==> config.mk <==
export PLATFORM = sky130hd
export DESIGN_NAME = uds_status_info
export DESIGN_NICKNAME = d
export VERILOG_FILES = /design/src/design/uds_pkg.sv /design/src/design/uds_status_info.sv
export SDC_FILE = /design/constraint.sdc
export NUM_CORES = 1
export LEC_CHECK = 0
export BUFFER_PORTS_ARGS = -buffer_cell sky130_fd_sc_hd__buf_2
export CAP_MARGIN = 20
export CORE_MARGIN = 2
export CORE_UTILIZATION = 41
export CTS_CLUSTER_DIAMETER = 40
export DETAILED_ROUTE_END_ITERATION = 10
export GPL_ROUTABILITY_DRIVEN = 0
export GPL_TIMING_DRIVEN = 1
export PLACE_DENSITY = 0.68
export SKIP_CTS_REPAIR_TIMING = 1
export SYNTH_ARGS = -nofsm -noshare
export SYNTH_HDL_FRONTEND = slang
export SYNTH_SLANG_ARGS = --single-unit
==> constraint.sdc <==
create_clock -name ref_clk -period 5.35 [get_ports ref_clk]
set_clock_uncertainty 0.2 [all_clocks]
set_input_delay 0.2675 -clock ref_clk [delete_from_list [all_inputs] [get_ports ref_clk]]
set_output_delay 0.2675 -clock ref_clk [all_outputs]
set_load 0.1 [all_outputs]
==> src/design/uds_pkg.sv <==
// Package for the USB device status and info block
package uds_pkg;

    // ------------------------------------------------------------
    // Register map (byte addresses)
    // ------------------------------------------------------------
    localparam logic [7:0] ADDR_CMDSTAT = 8'h00; // Command/status
    localparam logic [7:0] ADDR_INFO = 8'h04;    // Frame and error info
    localparam logic [7:0] ADDR_IRQSTAT = 8'h08; // Sticky event status
    localparam logic [7:0] ADDR_IRQMASK = 8'h0c; // Event mask

    // ------------------------------------------------------------
    // Command/status field positions
    // ------------------------------------------------------------
    localparam int POS_ATTACH = 16;     // attach_request, R/W
    localparam int POS_SUSPEND = 17;    // suspend_state, RO
    localparam int POS_CONN_CHG = 24;   // connect_change_flag
    localparam int POS_SUSP_CHG = 25;   // suspend_change_flag
    localparam int POS_RST_CHG = 26;    // bus_reset_change_flag
    localparam int POS_BUSPWR = 28;     // bus_power_filtered

    // ------------------------------------------------------------
    // Info field positions
    // ------------------------------------------------------------
    localparam int POS_FRAME_LO = 0;    // last_frame_number 10:0
    localparam int POS_ERR_LO = 11;     // error code 14:11

    // ------------------------------------------------------------
    // Interrupt status bits
    // ------------------------------------------------------------
    localparam int IRQ_CONN = 0;        // Connect change event
    localparam int IRQ_SUSP = 1;        // Suspend change event
    localparam int IRQ_RST = 2;         // Bus reset event
    localparam int IRQ_ERR = 3;         // New error event
    localparam int IRQ_W = 4;           // Number of events

    // ------------------------------------------------------------
    // Reset values
    // ------------------------------------------------------------
    localparam logic [10:0] FRAME_RST = 11'h000;
    localparam logic [3:0] ERR_RST = 4'h0;
    localparam logic [6:0] ADDR_DEFAULT = 7'h00; // Default USB address

    // ------------------------------------------------------------
    // Timing
    // ------------------------------------------------------------
    localparam int CLK_MHZ = 100;               // ref_clk rate
    localparam int DEBOUNCE_US = 3000;          // 3 ms power debounce
    localparam int IDLE_US = 3000;              // 3 ms suspend idle
    localparam int DEBOUNCE_CYC = DEBOUNCE_US * CLK_MHZ;
    localparam int IDLE_CYC = IDLE_US * CLK_MHZ;

    // Error codes
    typedef enum logic [3:0] {
        UDS_ERR_NONE = 4'h0,
        UDS_ERR_PID_ENC = 4'h1,
        UDS_ERR_PID_UNK = 4'h2,
        UDS_ERR_UNEXP = 4'h3,
        UDS_ERR_TOK_CRC = 4'h4,
        UDS_ERR_DAT_CRC = 4'h5,
        UDS_ERR_TIMEOUT = 4'h6,
        UDS_ERR_BABBLE = 4'h7
    } uds_err_t;

    // Received start-of-frame packet
    typedef struct packed {
        logic valid;          // One-cycle strobe: SOF received
        logic crcBad;         // SOF failed CRC, frame still loaded
        logic [10:0] frame;   // Frame number as received
    } uds_sof_t;

    // Error report from the packet engine
    typedef struct packed {
        logic valid;          // One-cycle strobe: error seen
        logic [3:0] code;     // Error code
    } uds_err_rep_t;

endpackage : uds_pkg

==> src/design/uds_status_info.sv <==
// USB device status flags, bus-power debounce and info register
`timescale 1ns/10ps

module uds_status_info
    import uds_pkg::*;
#(
    parameter int DEBOUNCE_CYCLES = DEBOUNCE_CYC, // Shorten in simulation
    parameter int IDLE_CYCLES = IDLE_CYC          // Shorten in simulation
) (
    input wire logic ref_clk,
    input wire logic rstn,
    // Register port
    input wire logic [7:0] regAddr,
    input wire logic [31:0] regWdata,
    input wire logic regWr,
    input wire logic regRd,
    output logic [31:0] regRdata,
    // Bus-side inputs
    input wire logic busPower,
    input wire logic busActivity,
    input wire logic busReset,
    input wire uds_sof_t sofIn,
    input wire uds_err_rep_t errIn,
    // Outputs
    output logic pullupEn,
    output logic suspendOut,
    output logic devDefault,
    output logic [6:0] devAddr,
    output logic irq
);

    // ------------------------------------------------------------
    // Decode helpers
    // ------------------------------------------------------------
    // Write hit on a given register address
    // One function keeps all four write decodes identical
    function automatic logic wrHit(input logic [7:0] a, input logic [7:0] t,
                                   input logic w);
        wrHit = w && (a == t);
    endfunction : wrHit

    // ------------------------------------------------------------
    // State
    // ------------------------------------------------------------
    logic attach_r, attach_nxt;           // Software attach request
    logic busPwrF_r, busPwrF_nxt;         // Filtered bus power
    // Counters are 32 bits so the full debounce fits at any clock
    logic [31:0] lowCnt_r, lowCnt_nxt;    // Time bus power stayed low
    logic suspend_r, suspend_nxt;         // Suspend state
    logic [31:0] idleCnt_r, idleCnt_nxt;  // Idle time on upstream port
    logic connChg_r, connChg_nxt;         // Connect change flag
    logic suspChg_r, suspChg_nxt;         // Suspend change flag
    logic rstChg_r, rstChg_nxt;           // Bus reset change flag
    logic [10:0] frame_r, frame_nxt;      // Last frame number
    logic [3:0] err_r, err_nxt;           // Last error code
    logic [IRQ_W-1:0] irqStat_r, irqStat_nxt; // Sticky events
    logic [IRQ_W-1:0] irqMask_r, irqMask_nxt; // Event mask
    logic pullup_r, pullup_nxt;           // Pull-up drive
    logic default_r, default_nxt;         // Default-state indicator
    logic [6:0] addr_r, addr_nxt;         // Bus address, zero by default
    logic [31:0] rdata_r, rdata_nxt;      // Read data
    logic irq_r, irq_nxt;                 // Interrupt line
    logic [IRQ_W-1:0] evt;                // Events this cycle
    logic pullupDrop;                     // Pull-up lost by power loss
    logic wrCmd, wrInfo, wrStat, wrMask;  // Write decodes

    // ------------------------------------------------------------
    // Write decode
    // ------------------------------------------------------------
    assign wrCmd = wrHit(regAddr, ADDR_CMDSTAT, regWr);
    assign wrInfo = wrHit(regAddr, ADDR_INFO, regWr);
    assign wrStat = wrHit(regAddr, ADDR_IRQSTAT, regWr);
    assign wrMask = wrHit(regAddr, ADDR_IRQMASK, regWr);

    // Unmapped write addresses match no decode and are dropped
    // A pull-up drop is flagged only when filtered power fell
    // Software clearing attach is not a power loss: no flag
    assign pullupDrop = pullup_r && !busPwrF_nxt;

    // ------------------------------------------------------------
    // Next state of link status
    // ------------------------------------------------------------
    always_comb begin
        // Attach is the only writable bit of command/status here
        attach_nxt = attach_r;
        if (wrCmd) begin
            attach_nxt = regWdata[POS_ATTACH];
        end
        // Power filter: rise at once, fall after debounce
        // One high sample restarts the whole debounce window
        // The count holds at its limit, so it cannot wrap
        busPwrF_nxt = busPwrF_r;
        lowCnt_nxt = lowCnt_r;
        if (busPower) begin
            busPwrF_nxt = 1'b1;
            lowCnt_nxt = 32'h0;
        end else if (lowCnt_r >= 32'(DEBOUNCE_CYCLES - 1)) begin
            busPwrF_nxt = 1'b0;
        end else begin
            lowCnt_nxt = lowCnt_r + 32'h1;
        end
        // Pull-up follows filtered power and attach request
        // Built from next values so both change on one edge
        pullup_nxt = busPwrF_nxt && attach_nxt;
        // Suspend: idle count, any activity wakes
        // Reset signalling is bus activity, never idle time
        // The idle count also holds at its limit once suspended
        suspend_nxt = suspend_r;
        idleCnt_nxt = idleCnt_r;
        if (busActivity || busReset) begin
            suspend_nxt = 1'b0;
            idleCnt_nxt = 32'h0;
        end else if (!pullup_r) begin
            // Disconnected devices are not suspended
            suspend_nxt = 1'b0;
            idleCnt_nxt = 32'h0;
        end else if (idleCnt_r >= 32'(IDLE_CYCLES)) begin
            suspend_nxt = 1'b1;
        end else begin
            idleCnt_nxt = idleCnt_r + 32'h1;
        end
        // Default state on bus reset; no logic here ever leaves it
        default_nxt = default_r;
        addr_nxt = addr_r;
        if (busReset) begin
            default_nxt = 1'b1;
            // Unconfigured device answers address zero only
            addr_nxt = ADDR_DEFAULT;
        end
    end

    // ------------------------------------------------------------
    // Events and change flags
    // ------------------------------------------------------------
    always_comb begin
        // Connect and suspend events use next values, so each is seen once; reset and error follow their input strobes
        evt = '0;
        evt[IRQ_CONN] = pullupDrop;
        evt[IRQ_SUSP] = suspend_nxt != suspend_r;
        evt[IRQ_RST] = busReset;
        evt[IRQ_ERR] = errIn.valid;
        // Set wins over a same-cycle write-one clear
        connChg_nxt = evt[IRQ_CONN] ||
            (connChg_r && !(wrCmd && regWdata[POS_CONN_CHG]));
        suspChg_nxt = evt[IRQ_SUSP] ||
            (suspChg_r && !(wrCmd && regWdata[POS_SUSP_CHG]));
        rstChg_nxt = evt[IRQ_RST] ||
            (rstChg_r && !(wrCmd && regWdata[POS_RST_CHG]));
        // Status keeps its own copy, so masking hides no event
        irqStat_nxt = evt |
            (irqStat_r & ~(wrStat ? regWdata[IRQ_W-1:0] : '0));
        irqMask_nxt = wrMask ? regWdata[IRQ_W-1:0] : irqMask_r;
        // Next values here save a cycle of interrupt latency
        irq_nxt = |(irqStat_nxt & irqMask_nxt);
    end

    // ------------------------------------------------------------
    // Info register next values
    // ------------------------------------------------------------
    always_comb begin
        // The frame field is read-only: writes never reach it
        // Frame only moves on a received SOF, good or not
        frame_nxt = frame_r;
        if (sofIn.valid) begin
            frame_nxt = sofIn.frame;
        end
        // Software may write the code; hardware error wins
        // so a fresh fault is never hidden from the next read
        err_nxt = err_r;
        if (wrInfo) begin
            err_nxt = regWdata[POS_ERR_LO+3:POS_ERR_LO];
        end
        if (errIn.valid) begin
            err_nxt = errIn.code;
        end
    end

    // ------------------------------------------------------------
    // Read mux, data valid in the cycle after the strobe
    // ------------------------------------------------------------
    // Registered, so the answer stands for exactly one cycle
    always_comb begin
        // Idle cycles return zero, keeping stale data off the bus
        // Reserved bits read as zero
        rdata_nxt = 32'h0;
        if (regRd) begin
            case (regAddr)
                // Write-one-clear flags read back their live value
                ADDR_CMDSTAT: begin
                    rdata_nxt[POS_ATTACH] = attach_r;
                    rdata_nxt[POS_SUSPEND] = suspend_r;
                    rdata_nxt[POS_CONN_CHG] = connChg_r;
                    rdata_nxt[POS_SUSP_CHG] = suspChg_r;
                    rdata_nxt[POS_RST_CHG] = rstChg_r;
                    rdata_nxt[POS_BUSPWR] = busPwrF_r;
                end
                ADDR_INFO: begin
                    rdata_nxt[POS_FRAME_LO+10:POS_FRAME_LO] = frame_r;
                    rdata_nxt[POS_ERR_LO+3:POS_ERR_LO] = err_r;
                end
                ADDR_IRQSTAT: rdata_nxt[IRQ_W-1:0] = irqStat_r;
                ADDR_IRQMASK: rdata_nxt[IRQ_W-1:0] = irqMask_r;
                // Unmapped addresses read zero
                default: rdata_nxt = 32'h0;
            endcase
        end
    end

    // ------------------------------------------------------------
    // Registers
    // ------------------------------------------------------------
    // Link status: power filter, suspend, attach and address
    // Reset state matches an unpowered, unconfigured device
    always_ff @(posedge ref_clk or negedge rstn) begin
        if (!rstn) begin
            attach_r <= 1'b0;
            busPwrF_r <= 1'b0;
            lowCnt_r <= 32'h0;
            suspend_r <= 1'b0;
            idleCnt_r <= 32'h0;
            pullup_r <= 1'b0;
            default_r <= 1'b1;
            addr_r <= ADDR_DEFAULT;
        end else begin
            attach_r <= attach_nxt;
            busPwrF_r <= busPwrF_nxt;
            lowCnt_r <= lowCnt_nxt;
            suspend_r <= suspend_nxt;
            idleCnt_r <= idleCnt_nxt;
            pullup_r <= pullup_nxt;
            default_r <= default_nxt;
            addr_r <= addr_nxt;
        end
    end

    // Change flags, interrupt status, mask and line
    // All clear at reset so no interrupt is pending at start
    always_ff @(posedge ref_clk or negedge rstn) begin
        if (!rstn) begin
            connChg_r <= 1'b0;
            suspChg_r <= 1'b0;
            rstChg_r <= 1'b0;
            irqStat_r <= '0;
            irqMask_r <= '0;
            irq_r <= 1'b0;
        end else begin
            connChg_r <= connChg_nxt;
            suspChg_r <= suspChg_nxt;
            rstChg_r <= rstChg_nxt;
            irqStat_r <= irqStat_nxt;
            irqMask_r <= irqMask_nxt;
            irq_r <= irq_nxt;
        end
    end

    // Info register: last frame number and error code
    // Both start from zero, meaning no frame and no error yet
    always_ff @(posedge ref_clk or negedge rstn) begin
        if (!rstn) begin
            frame_r <= FRAME_RST;
            err_r <= ERR_RST;
        end else begin
            frame_r <= frame_nxt;
            err_r <= err_nxt;
        end
    end

    // Read data register, zero outside a read answer
    // A separate stage keeps the read mux off the output pin
    always_ff @(posedge ref_clk or negedge rstn) begin
        if (!rstn) begin
            rdata_r <= 32'h0;
        end else begin
            rdata_r <= rdata_nxt;
        end
    end

    // ------------------------------------------------------------
    // Outputs, all from flip-flops
    // ------------------------------------------------------------
    // No path from an input reaches an output pin directly
    assign regRdata = rdata_r;
    assign pullupEn = pullup_r;
    assign suspendOut = suspend_r;
    assign devDefault = default_r;
    // Address register holds zero after reset and after every bus reset
    assign devAddr = addr_r;
    assign irq = irq_r;

endmodule : uds_status_info
==> flow_metrics.py, run 1 <==
metrics = {
    "worst_setup_path": {
        "cp-end-kind": "flip-flop",
        "crit_start": "lowCnt_r[29]",
        "r2r_setup_slack_ns": 2.49,
        "rr_worst_depth": 6,
        "startpoint_type": "flip-flop",
        "r2r-end": "lowCnt_r[16]",
        "cp.required_ns": 5.45,
        "worstSetupPathType": "reg2reg",
        "r2r_start": "lowCnt_r[29]",
        "crit_fanout": 14,
        "cp.arrival_ns": 2.96,
        "endpoint": "lowCnt_r[16]",
    },
    "clock_tree": {
        "root_buffer": "clkbuf_16",
        "clk_latency_ns": 0.41,
        "cts_tree": "built",
        "htree_levels": 4,
        "numCtsBuffers": 17,
        "cts.reportedPaths.clkPinSlew_ns": 0.05,
        "clockBufferDepth": 2,
        "cts.sinks": 116,
    },
    "global_routing": {
        "gr-total-overflow": 0,
        "grt_pass1_wl_um": 17200,
        "grt_max_degree": 61,
        "grt_pass1_vias": 3647,
        "grt_usage_pct": 16.5,
        "antenna_found_initial": 0,
    },
    "power_and_ir_drop": {
        "power_density_mw_per_mm2": 338,
        "peakVddDrop_mv": 0.220,
        "leakage_nw": 3.13,
    },
    "place": {
        "dp_hpwl_um": 6940,
        "portBuffers": 67,
        "place_inst": 679,
    },
    "timing": {
        "hold_viol_final": 2,
        "slew_viol_final": 0,
        "rsz0062_at_grt": "no",
        "setup_violations": 0,
        "fmax_ghz": 0.349,
        "fin_crit_sh_pct": 53.5,
        "relSlewSlack_pct": 40.5,
        "whs_ns": -0.0407,
        "final.setup.tns_ns": 0,
        "tightest_slew_ns": 0.890,
        "period_minus_slack_ns": 2.86,
    },
    "synthesis": {
        "synth_mux_area_share_pct": 6.15,
        "synth-simple-area-share_pct": 21.6,
        "syn_area_mm2": 0.00515,
        "yosysWarnings": 0,
        "postSynthCellCount": 462,
        "netlist_top_cells_area": "dfrtp_1 (56%), xor2_1 (4.4%), mux2_2 (3.9%)",
        "synth_fa_ha_area_share_pct": 0.729,
        "synth_top_area_share_pct": 56.4,
        "synth_compound_area_share_pct": 5.10,
        "synth.largest_area_cell": "dfrtp_1",
        "ys_seq_area_share_pct": 56.4,
        "syn_area_per_cell_um2": 11.1,
        "yosys.area_share.xor_xnor_pct": 5.10,
        "synth_top_family_by_area": "simple AND/OR/NAND/NOR gates",
        "ys_ff_latch": 116,
        "synth.distinct_cells": 46,
    },
    "floorplan": {
        "pin_count": 108,
        "row_count": 40,
        "dieArea_mm2": 0.0135,
        "die-width_um": 116,
        "core_area_mm2": 0.0121,
        "die_h_um": 116,
        "initial_utilization_pct": 42.5,
    },
    "layout": {
        "final_nets": 623,
        "area_growth_pct": 24.0,
        "fin_cells": 734,
        "drive_gt1_share_pct": 22.8,
        "antennaDiodeCount": 0,
    },
    "drt": {
        "drt-initial-drc-count": 255,
        "drt_wl_total_um": 10400,
        "vias": 3637,
        "viasPerCell": 4.96,
        "dr.pass1.iters": 4,
        "ant_nets": 0,
        "wl_per_cell_um": 14.2,
        "drcViolationCount": 0,
    },
    "flow_run": {
        "maxCapViolCount": 0,
    },
    "outcome": {
        "status": "complete, but fails checks",
        "violations": "negative hold slack",
    },
    "hold_path": {
        "min_path_type": "in2reg",
    },
}
-- flip-flops by register name, summed over array words and instances, names as in the netlist --
register    count
irq             1
connChg_r       1
suspChg_r       1
idleCnt_r      32
lowCnt_r       32
busPwrF_r       1
pullupEn        1
frame_r        11
suspendOut      1
err_r           4
rstChg_r        1
regRdata       21
attach_r        1
irqStat_r       4
irqMask_r       4
-- kinds of logic after synthesis --
family,count (synthesis)
buf+inv,43
flops,116
simple gates,204
fa+ha+maj,3
other cells,2
compound gates,36
xor+xnor,30
mux,28
-- worst min path at each step --
| stage | startpoint | end | slack (ns) | cells after the start |
|---|---|---|---|---|
| after floorplan | rstn | attach_r | -0.23 | 0 |
| after global placement | rstn | regRdata[16] | 0.17 | 1 |
| after detailed placement | rstn | regRdata[16] | 0.19 | 1 |
| after CTS | rstn | regRdata[16] | -0.24 | 1 |
| after global routing | regWdata[14] | err_r[3] | 0.003 | 3 |
| final | regWdata[14] | err_r[3] | -0.04 | 3 |
-- routing by layer --
layer | vias up | part of all wire, % | track usage, %
li1 | 1744 | - | -
met1 | 1798 | 46 | 21.5
met2 | 82 | 49 | 26.5
met3 | 13 | 4.3 | 4.86
met4 | 0 | 1.2 | 5.79
met5 | - | 0 | 0
-- report_power, final --
part / leakage [nW] / total, mW / switching, mW / internal, mW
Combinational: 1.29 / 0.161 / 0.117 / 0.0443
Clock: 0.278 / 1.09 / 0.378 / 0.715
Sequential: 1.56 / 0.905 / 0.00955 / 0.895
Total: 3.13 / 2.16 / 0.504 / 1.65
-- cell type report --
type                            instances  area [um^2]
Fill cell                            1060         5730
Sequential cell                       116         2900
Multi-Input combinational cell        320         2060
Timing Repair Buffer                   95          611
Clock buffer                           22          474
Tap cell                              168          210
Clock inverter                          8          103
Inverter                                5         18.8
-- layout by cell type, fill, tap and decap left out, types with 18 or more instances in the layout --
cell type / count
and3_1: 22
nand4_1: 21
xor2_1: 26
nor2_1: 51
dfrtp_1: 116
nand2_1: 26
buf_2: 66
and2_1: 24
dlygate4sd3_1: 25
mux2_2: 18
conb_1: 19
-- synth_stat cells (all sizes together) --
library cell    n
nor2           51
conb            2
a31oi           3
a211o           2
and4            7
a31o            1
nor3            5
nand3          15
xnor2           4
ha              3
o221ai          1
nor4            8
inv             5
o2111ai         1
dfrtp         116
and2           24
a311o           1
mux2i           5
a211oi          2
and3           23
xor2           26
or2             1
mux2           23
a21oi           5
a22oi           4
nand2b          5
o31ai           1
a41oi           1
buf            24
a21o            4
nor2b          17
o21ai           8
nand4          21
nand2          26
clkbuf         14
o211ai          1
a21bo           1
nand4b          1
-- stage by stage --
stage | total power, mW | hold WS, ns | util, % | instance area, um^2 | setup WS (ns)
finish | 2.16 | -0.0407 | 52.7 | 6380 | 2.49
global route | 2.24 | 0.00276 | 52.7 | 6380 | 2.30
CTS | 2.16 | -0.244 | 50.6 | 6130 | 2.46
detailed placement | 1.07 | 0.187 | 45.9 | 5550 | 2.50
global placement | 1.06 | 0.174 | 45.9 | 5550 | 2.56
floorplan | 1.03 | -0.228 | - | 5210 | 3.28
-- critical path: stages (launching register included) --
cell,delay (ns)
dfrtp_1,0.37
nor4_1,0.35
nand3_1,0.16
a211oi_2,0.72
and4_1,0.51
nand3_2,0.13
mux2_4,0.31
Power figures use the tool's default switching activity.
==> run 2, diff against run 1 <==
==> constraint.sdc (replaced) <==
create_clock -name ref_clk -period 2.7 [get_ports ref_clk]
set_clock_uncertainty 0.2 [all_clocks]
set_input_delay 0.135 -clock ref_clk [delete_from_list [all_inputs] [get_ports ref_clk]]
set_output_delay 0.135 -clock ref_clk [all_outputs]
set_load 0.1 [all_outputs]
==> run 2 against run 1 <==
Effect of this change:
- the run still ends with negative hold slack left
- design area grew 2.3%
- register-to-register slack got worse by 2.0 ns
- setup slack worse by 2.0 ns
- critical path type unchanged
- largest power group unchanged
==> flow_metrics.py, run 2 (synthesis gave the netlist of run 1 again) <==
metrics = {
    "place": {
        "portBuffers": 67,
        "dp_slack_ns": 0.453,
        "dp_hpwl_um": 7140,
    },
    "clock_tree": {
        "cts.sinks": 116,
        "clk_latency_ns": 0.41,
        "root_buffer": "clkbuf_16",
        "numCtsBuffers": 17,
        "clockBufferDepth": 2,
        "htree_levels": 4,
        "cts.reportedPaths.clkPinSlew_ns": 0.06,
        "cts_tree": "built",
    },
    "global_routing": {
        "antenna_found_initial": 0,
        "grt_pass1_vias": 3542,
        "grt_pass1_wl_um": 17000,
        "grt_max_degree": 55,
        "grt_usage_pct": 16.5,
        "gr-total-overflow": 0,
    },
    "drt": {
        "drt_wl_total_um": 10700,
        "vias": 3674,
        "wl_per_cell_um": 14.2,
        "viasPerCell": 4.90,
        "drt-initial-drc-count": 209,
        "ant_nets": 0,
        "drcViolationCount": 0,
        "dr.pass1.iters": 4,
    },
    "power_and_ir_drop": {
        "peakVddDrop_mv": 0.449,
        "p_seq_share_pct": 42.1,
        "leakage_nw": 3.20,
        "total_power_mw": 4.26,
        "p_int_mw": 3.24,
        "p_sw_mw": 1.02,
        "p_sw_share_pct": 23.9,
        "power_frac_comb_pct": 7.9,
        "power_density_mw_per_mm2": 653,
        "power_frac_clock_pct": 50.0,
    },
    "layout": {
        "drive_gt1_share_pct": 23.7,
        "antennaDiodeCount": 0,
        "layout_common_cells": "dfrtp_1 (116), buf_2 (66), nor2_1 (51), dlygate4sd3_1 (34)",
        "area_growth_pct": 26.8,
        "layout_commonest_cell": "dfrtp_1",
        "final_nets": 638,
    },
    "outcome": {
        "status": "complete, but fails checks",
        "violations": "negative hold slack",
    },
    "floorplan": {
        "die_h_um": 116,
        "pin_count": 108,
        "core_area_mm2": 0.0121,
        "dieArea_mm2": 0.0135,
        "row_count": 40,
        "die-width_um": 116,
        "initial_utilization_pct": 42.5,
    },
    "timing": {
        "hold_viol_final": 1,
        "rsz0062_at_grt": "no",
        "final.setup.tns_ns": 0,
        "fin_crit_sh_pct": 83.8,
        "layout_setup_ws_ns": 0.439,
        "whs_ns": -0.0121,
        "fmax_ghz": 0.442,
        "tightest_slew_ns": 0.658,
        "setup_violations": 0,
        "period_minus_slack_ns": 2.26,
        "relSlewSlack_pct": 56.2,
        "slew_viol_final": 0,
    },
    "worst_setup_path": {
        "cp-end-kind": "flip-flop",
        "worstSetupPathType": "reg2reg",
        "startpoint_type": "flip-flop",
        "cp.arrival_ns": 2.40,
        "cp.required_ns": 2.84,
        "crit_fanout": 19,
    },
    "flow_run": {
        "maxCapViolCount": 0,
    },
    "hold_path": {
        "min_path_type": "in2reg",
    },
}
## run 2: stage by stage
step	std cells	instance area (um^2)	util (%)
6_report	750	6530	53.9
5_1_grt	750	6530	53.9
4_1_cts	716	6190	51.1
3_5_place_dp	685	5610	46.3
3_3_place_gp	685	5610	46.3
2_1_floorplan	479	5210	-
## run 2: power by group through the flow
stage,Clock (mW),Sequential [mW],Combinational [mW]
2_1_floorplan,0,1.83,0.211
3_3_place_gp,0,1.82,0.293
3_5_place_dp,0,1.82,0.301
4_1_cts,2.19,1.79,0.302
5_1_grt,2.27,1.80,0.364
6_report,2.13,1.79,0.336
## run 2: worst max-delay path, stage by stage (launching register included)
cell and delay (ns):
dfrtp_1 0.43, and4_4 0.22, a211o_1 0.31, a211oi_2 0.29, buf_4 0.30, and2_1 0.19, a41oi_1 0.12, nor2_1 0.11
## run 2: per-layer routing
layer | track usage (%) | vias up | routed length [um]
met5 | 0 | - | 0
met4 | 6.67 | 0 | 95
met3 | 5.49 | 8 | 432
met2 | 26.9 | 81 | 5330
met1 | 20.4 | 1806 | 4800
li1 | - | 1779 | -
## run 2: cell type report
class / instances / area (um^2)
Multi-Input combinational cell: 320 / 2060
Tap cell: 168 / 210
Inverter: 5 / 18.8
Sequential cell: 116 / 2900
Clock inverter: 13 / 136
Timing Repair Buffer: 110 / 758
Clock buffer: 18 / 439
Fill cell: 1068 / 5580
## run 2: worst paths after layout
path                                    from            end  slack, ns  cells past startpoint
worst min-delay path                   regWr   irqStat_r[1]      -0.01                      4
min in group asynchronous               rstn   regRdata[26]       0.05                      2
worst max-delay path            idleCnt_r[6]  idleCnt_r[18]       0.44                      7
worst max register to register  idleCnt_r[6]  idleCnt_r[18]       0.44                      7
worst min register to register      err_r[1]   regRdata[12]       0.28                      1
max in group asynchronous               rstn   lowCnt_r[21]       1.53                      3
==> run 3, diff against run 2 <==
--- a/config.mk
+++ b/config.mk
@@ -5,6 +5,7 @@
 export SDC_FILE = /design/constraint.sdc
 export NUM_CORES = 1
 export LEC_CHECK = 0
+export ABC_AREA = 1
 export BUFFER_PORTS_ARGS = -buffer_cell sky130_fd_sc_hd__buf_2
 export CAP_MARGIN = 20
 export CORE_MARGIN = 2
@@ -13,7 +14,7 @@
 export DETAILED_ROUTE_END_ITERATION = 10
 export GPL_ROUTABILITY_DRIVEN = 0
 export GPL_TIMING_DRIVEN = 1
-export PLACE_DENSITY = 0.68
+export PLACE_DENSITY = 0.7
 export SKIP_CTS_REPAIR_TIMING = 1
 export SYNTH_ARGS = -nofsm -noshare
 export SYNTH_HDL_FRONTEND = slang
==> constraint.sdc (replaced) <==
create_clock -name ref_clk -period 1.9 [get_ports ref_clk]
set_clock_uncertainty 0.2 [all_clocks]
set_input_delay 0.095 -clock ref_clk [delete_from_list [all_inputs] [get_ports ref_clk]]
set_output_delay 0.095 -clock ref_clk [all_outputs]
set_load 0.1 [all_outputs]
==> run 3 against run 2 <==
Effect of this change:
- the run ends with negative setup slack left
- non-clock buffer count grew 50
- sequential power grew 43%
- setup slack lost 0.53 ns
- global-route usage grew 1.5 points
- critical path depth shrank 1
- register-to-register slack lost 0.47 ns
- design area grew 17%
- sequential cell count is the same
- clock power grew 57%
- largest cell class unchanged
==> flow_metrics.py, run 3 <==
metrics = {
    "drt": {
        "drt-initial-drc-count": 253,
        "drcViolationCount": 0,
        "viasPerCell": 4.75,
        "ant_nets": 0,
        "wl_per_cell_um": 12.9,
        "drt_wl_total_um": 13300,
        "vias": 4898,
        "dr.pass1.iters": 4,
    },
    "layout": {
        "fin_util_pct": 57.3,
        "fin_cells": 1032,
        "antennaDiodeCount": 0,
        "layout_common_cells": "nand2_1 (121), dfrtp_1 (115), inv_1 (106), nor2_1 (90), buf_2 (66)",
        "layout_commonest_cell": "nand2_1",
        "drive_gt1_share_pct": 22.5,
        "postLayoutCellArea_mm2": 0.00761,
        "area_growth_pct": 36.3,
        "num-fill-cells": 1135,
        "final_nets": 911,
    },
    "global_routing": {
        "antenna_found_initial": 0,
        "grt_pass1_vias": 4522,
        "gr-total-overflow": 0,
        "grt_usage_pct": 18.0,
        "grt_pass1_wl_um": 20700,
        "grt_max_degree": 44,
    },
    "place": {
        "portBuffers": 67,
        "dpl_cell_area_mm2": 0.00624,
        "dp_hpwl_um": 8910,
        "dp_slack_ns": 0.0183,
        "place_inst": 938,
    },
    "floorplan": {
        "die-width_um": 121,
        "core_area_mm2": 0.0133,
        "dieArea_mm2": 0.0146,
        "initial_utilization_pct": 42.0,
        "pin_count": 108,
        "row_count": 42,
        "die_h_um": 121,
    },
    "synthesis": {
        "synth.distinct_cells": 40,
        "ys_seq_area_share_pct": 51.9,
        "synth_compound_area_share_pct": 8.71,
        "yosysWarnings": 0,
        "syn_area_mm2": 0.00559,
        "synth_top_family_by_area": "simple AND/OR/NAND/NOR gates",
        "synth-simple-area-share_pct": 25.3,
        "syn_area_per_cell_um2": 8.24,
        "synth-edff-count": 0,
        "synth_fa_ha_area_share_pct": 0.672,
        "yosys_most_used_dff": "dfrtp_1",
        "yosys-top-cells-count": "nand2_1 (127), dfrtp_1 (116), inv_1 (107)",
        "ys_ff_latch": 116,
        "synth.largest_area_cell": "dfrtp_1",
        "synth_mux_area_share_pct": 0,
        "synth.most_common_cell": "nand2_1",
        "postSynthCellCount": 678,
        "netlist_top_cells_area": "dfrtp_1 (52%), nand2_1 (8.5%), inv_1 (7.2%)",
        "synthArstFlopShare_pct": 100,
        "synth_top_area_share_pct": 51.9,
        "yosys.area_share.xor_xnor_pct": 1.72,
    },
    "timing": {
        "fin_crit_sh_pct": 105,
        "whs_ns": 0.00840,
        "period_minus_slack_ns": 1.99,
        "setup_violations": 6,
        "hold_viol_final": 0,
        "rsz0062_at_grt": "yes",
        "tightest_slew_ns": 0.573,
        "fmax_ghz": 0.501,
        "final.setup.tns_ns": -0.226,
        "layout_setup_ws_ns": -0.0947,
        "relSlewSlack_pct": 61.8,
        "slew_viol_final": 0,
    },
    "clock_tree": {
        "htree_levels": 4,
        "cts.sinks": 116,
        "clk_latency_ns": 0.41,
        "cts_tree": "built",
        "numCtsBuffers": 17,
        "cts.reportedPaths.clkPinSlew_ns": 0.05,
        "clockBufferDepth": 2,
        "root_buffer": "clkbuf_16",
    },
    "power_and_ir_drop": {
        "p_sw_mw": 1.57,
        "p_seq_share_pct": 39.3,
        "p_int_mw": 4.95,
        "total_power_mw": 6.52,
        "power_frac_clock_pct": 51.4,
        "power_frac_comb_pct": 9.3,
        "leakage_nw": 3.73,
        "power_density_mw_per_mm2": 856,
        "peakVddDrop_mv": 0.664,
        "p_sw_share_pct": 24.1,
    },
    "worst_setup_path": {
        "worstSetupPathType": "in2reg",
        "crit_start": "sofIn[3]",
        "rr_worst_depth": 9,
        "r2r_start": "lowCnt_r[16]",
        "r2r_setup_slack_ns": -0.03,
        "crit_fanout": 1,
        "startpoint_type": "input pin",
        "cp.required_ns": 1.98,
        "cp.arrival_ns": 2.08,
        "r2r-end": "lowCnt_r[13]",
        "endpoint": "frame_r[3]",
        "cp-end-kind": "flip-flop",
    },
    "outcome": {
        "status": "complete, but fails checks",
        "violations": "negative setup slack",
    },
    "hold_path": {
        "min_path_type": "in2reg",
    },
    "flow_run": {
        "maxCapViolCount": 0,
    },
}
[run 3: cell count changes in the layout (fill, tap and decap cells not counted), sizes merged, moves of 12 or more]
| cell | previous run | this run |
|---|---|---|
| dlygate4sd3 | 34 | 55 |
| and3 | 23 | 0 |
| xor2 | 26 | 10 |
| nor2 | 51 | 103 |
| nor2b | 17 | 0 |
| nand2 | 26 | 135 |
| nand3 | 15 | 37 |
| buf | 76 | 105 |
| and2 | 24 | 0 |
| inv | 5 | 111 |
| nor3 | 5 | 25 |
| o21ai | 8 | 50 |
| mux2 | 23 | 0 |
| a21oi | 5 | 17 |
[run 3: worst min path at each step]
stage | startpoint | to | slack, ns | cells past startpoint
3_3_place_gp | rstn | idleCnt_r[11] | -0.08 | 1
4_1_cts | rstn | idleCnt_r[11] | -0.51 | 1
2_1_floorplan | rstn | attach_r | -0.40 | 0
5_1_grt | regAddr[0] | irqMask_r[3] | 0.03 | 5
6_report | regAddr[0] | irqMask_r[3] | 0.008 | 5
3_5_place_dp | rstn | idleCnt_r[11] | -0.07 | 1
[run 3: kinds of logic after synthesis]
family | count (synthesis)
AO/OA/AOI/OAI | 83
XOR/XNOR | 11
adder cells (fa/ha/maj) | 3
buffers and inverters | 145
flip-flops | 116
other | 2
AND/OR/NAND/NOR | 318
[run 3: metal layers]
layer	routed length (um)	GRT usage, %	vias to the layer above
met4	231	6.54	0
met1	5870	22.9	2327
met2	6660	30.0	127
met3	581	4.29	17
met5	0	0	-
li1	-	-	2427
[run 3: area by class of cell]
class | instances | area (um^2) | area share (%)
Multi-Input combinational cell | 434 | 2220 | 29.2
Timing Repair Buffer | 160 | 1200 | 15.8
Tap cell | 176 | 220 | 2.89
Inverter | 114 | 438 | 5.75
Clock inverter | 12 | 180 | 2.37
Sequential cell | 116 | 2900 | 38.1
Clock buffer | 20 | 447 | 5.87
[run 3: power by group through the flow]
stage	Clock, mW	Sequential [mW]	Combinational, mW
6_report	3.35	2.56	0.605
5_1_grt	3.53	2.57	0.656
4_1_cts	3.41	2.56	0.506
3_5_place_dp	0	2.60	0.503
3_3_place_gp	0	2.60	0.500
2_1_floorplan	0	2.64	0.321
[run 3: critical path, cell delays in order]
cell           delay [ns]
dlygate4sd3_1        0.54
buf_2                0.13
nand2_1              0.07
dlygate4sd3_1        0.55
o21ai_0              0.10
dlygate4sd3_1        0.60
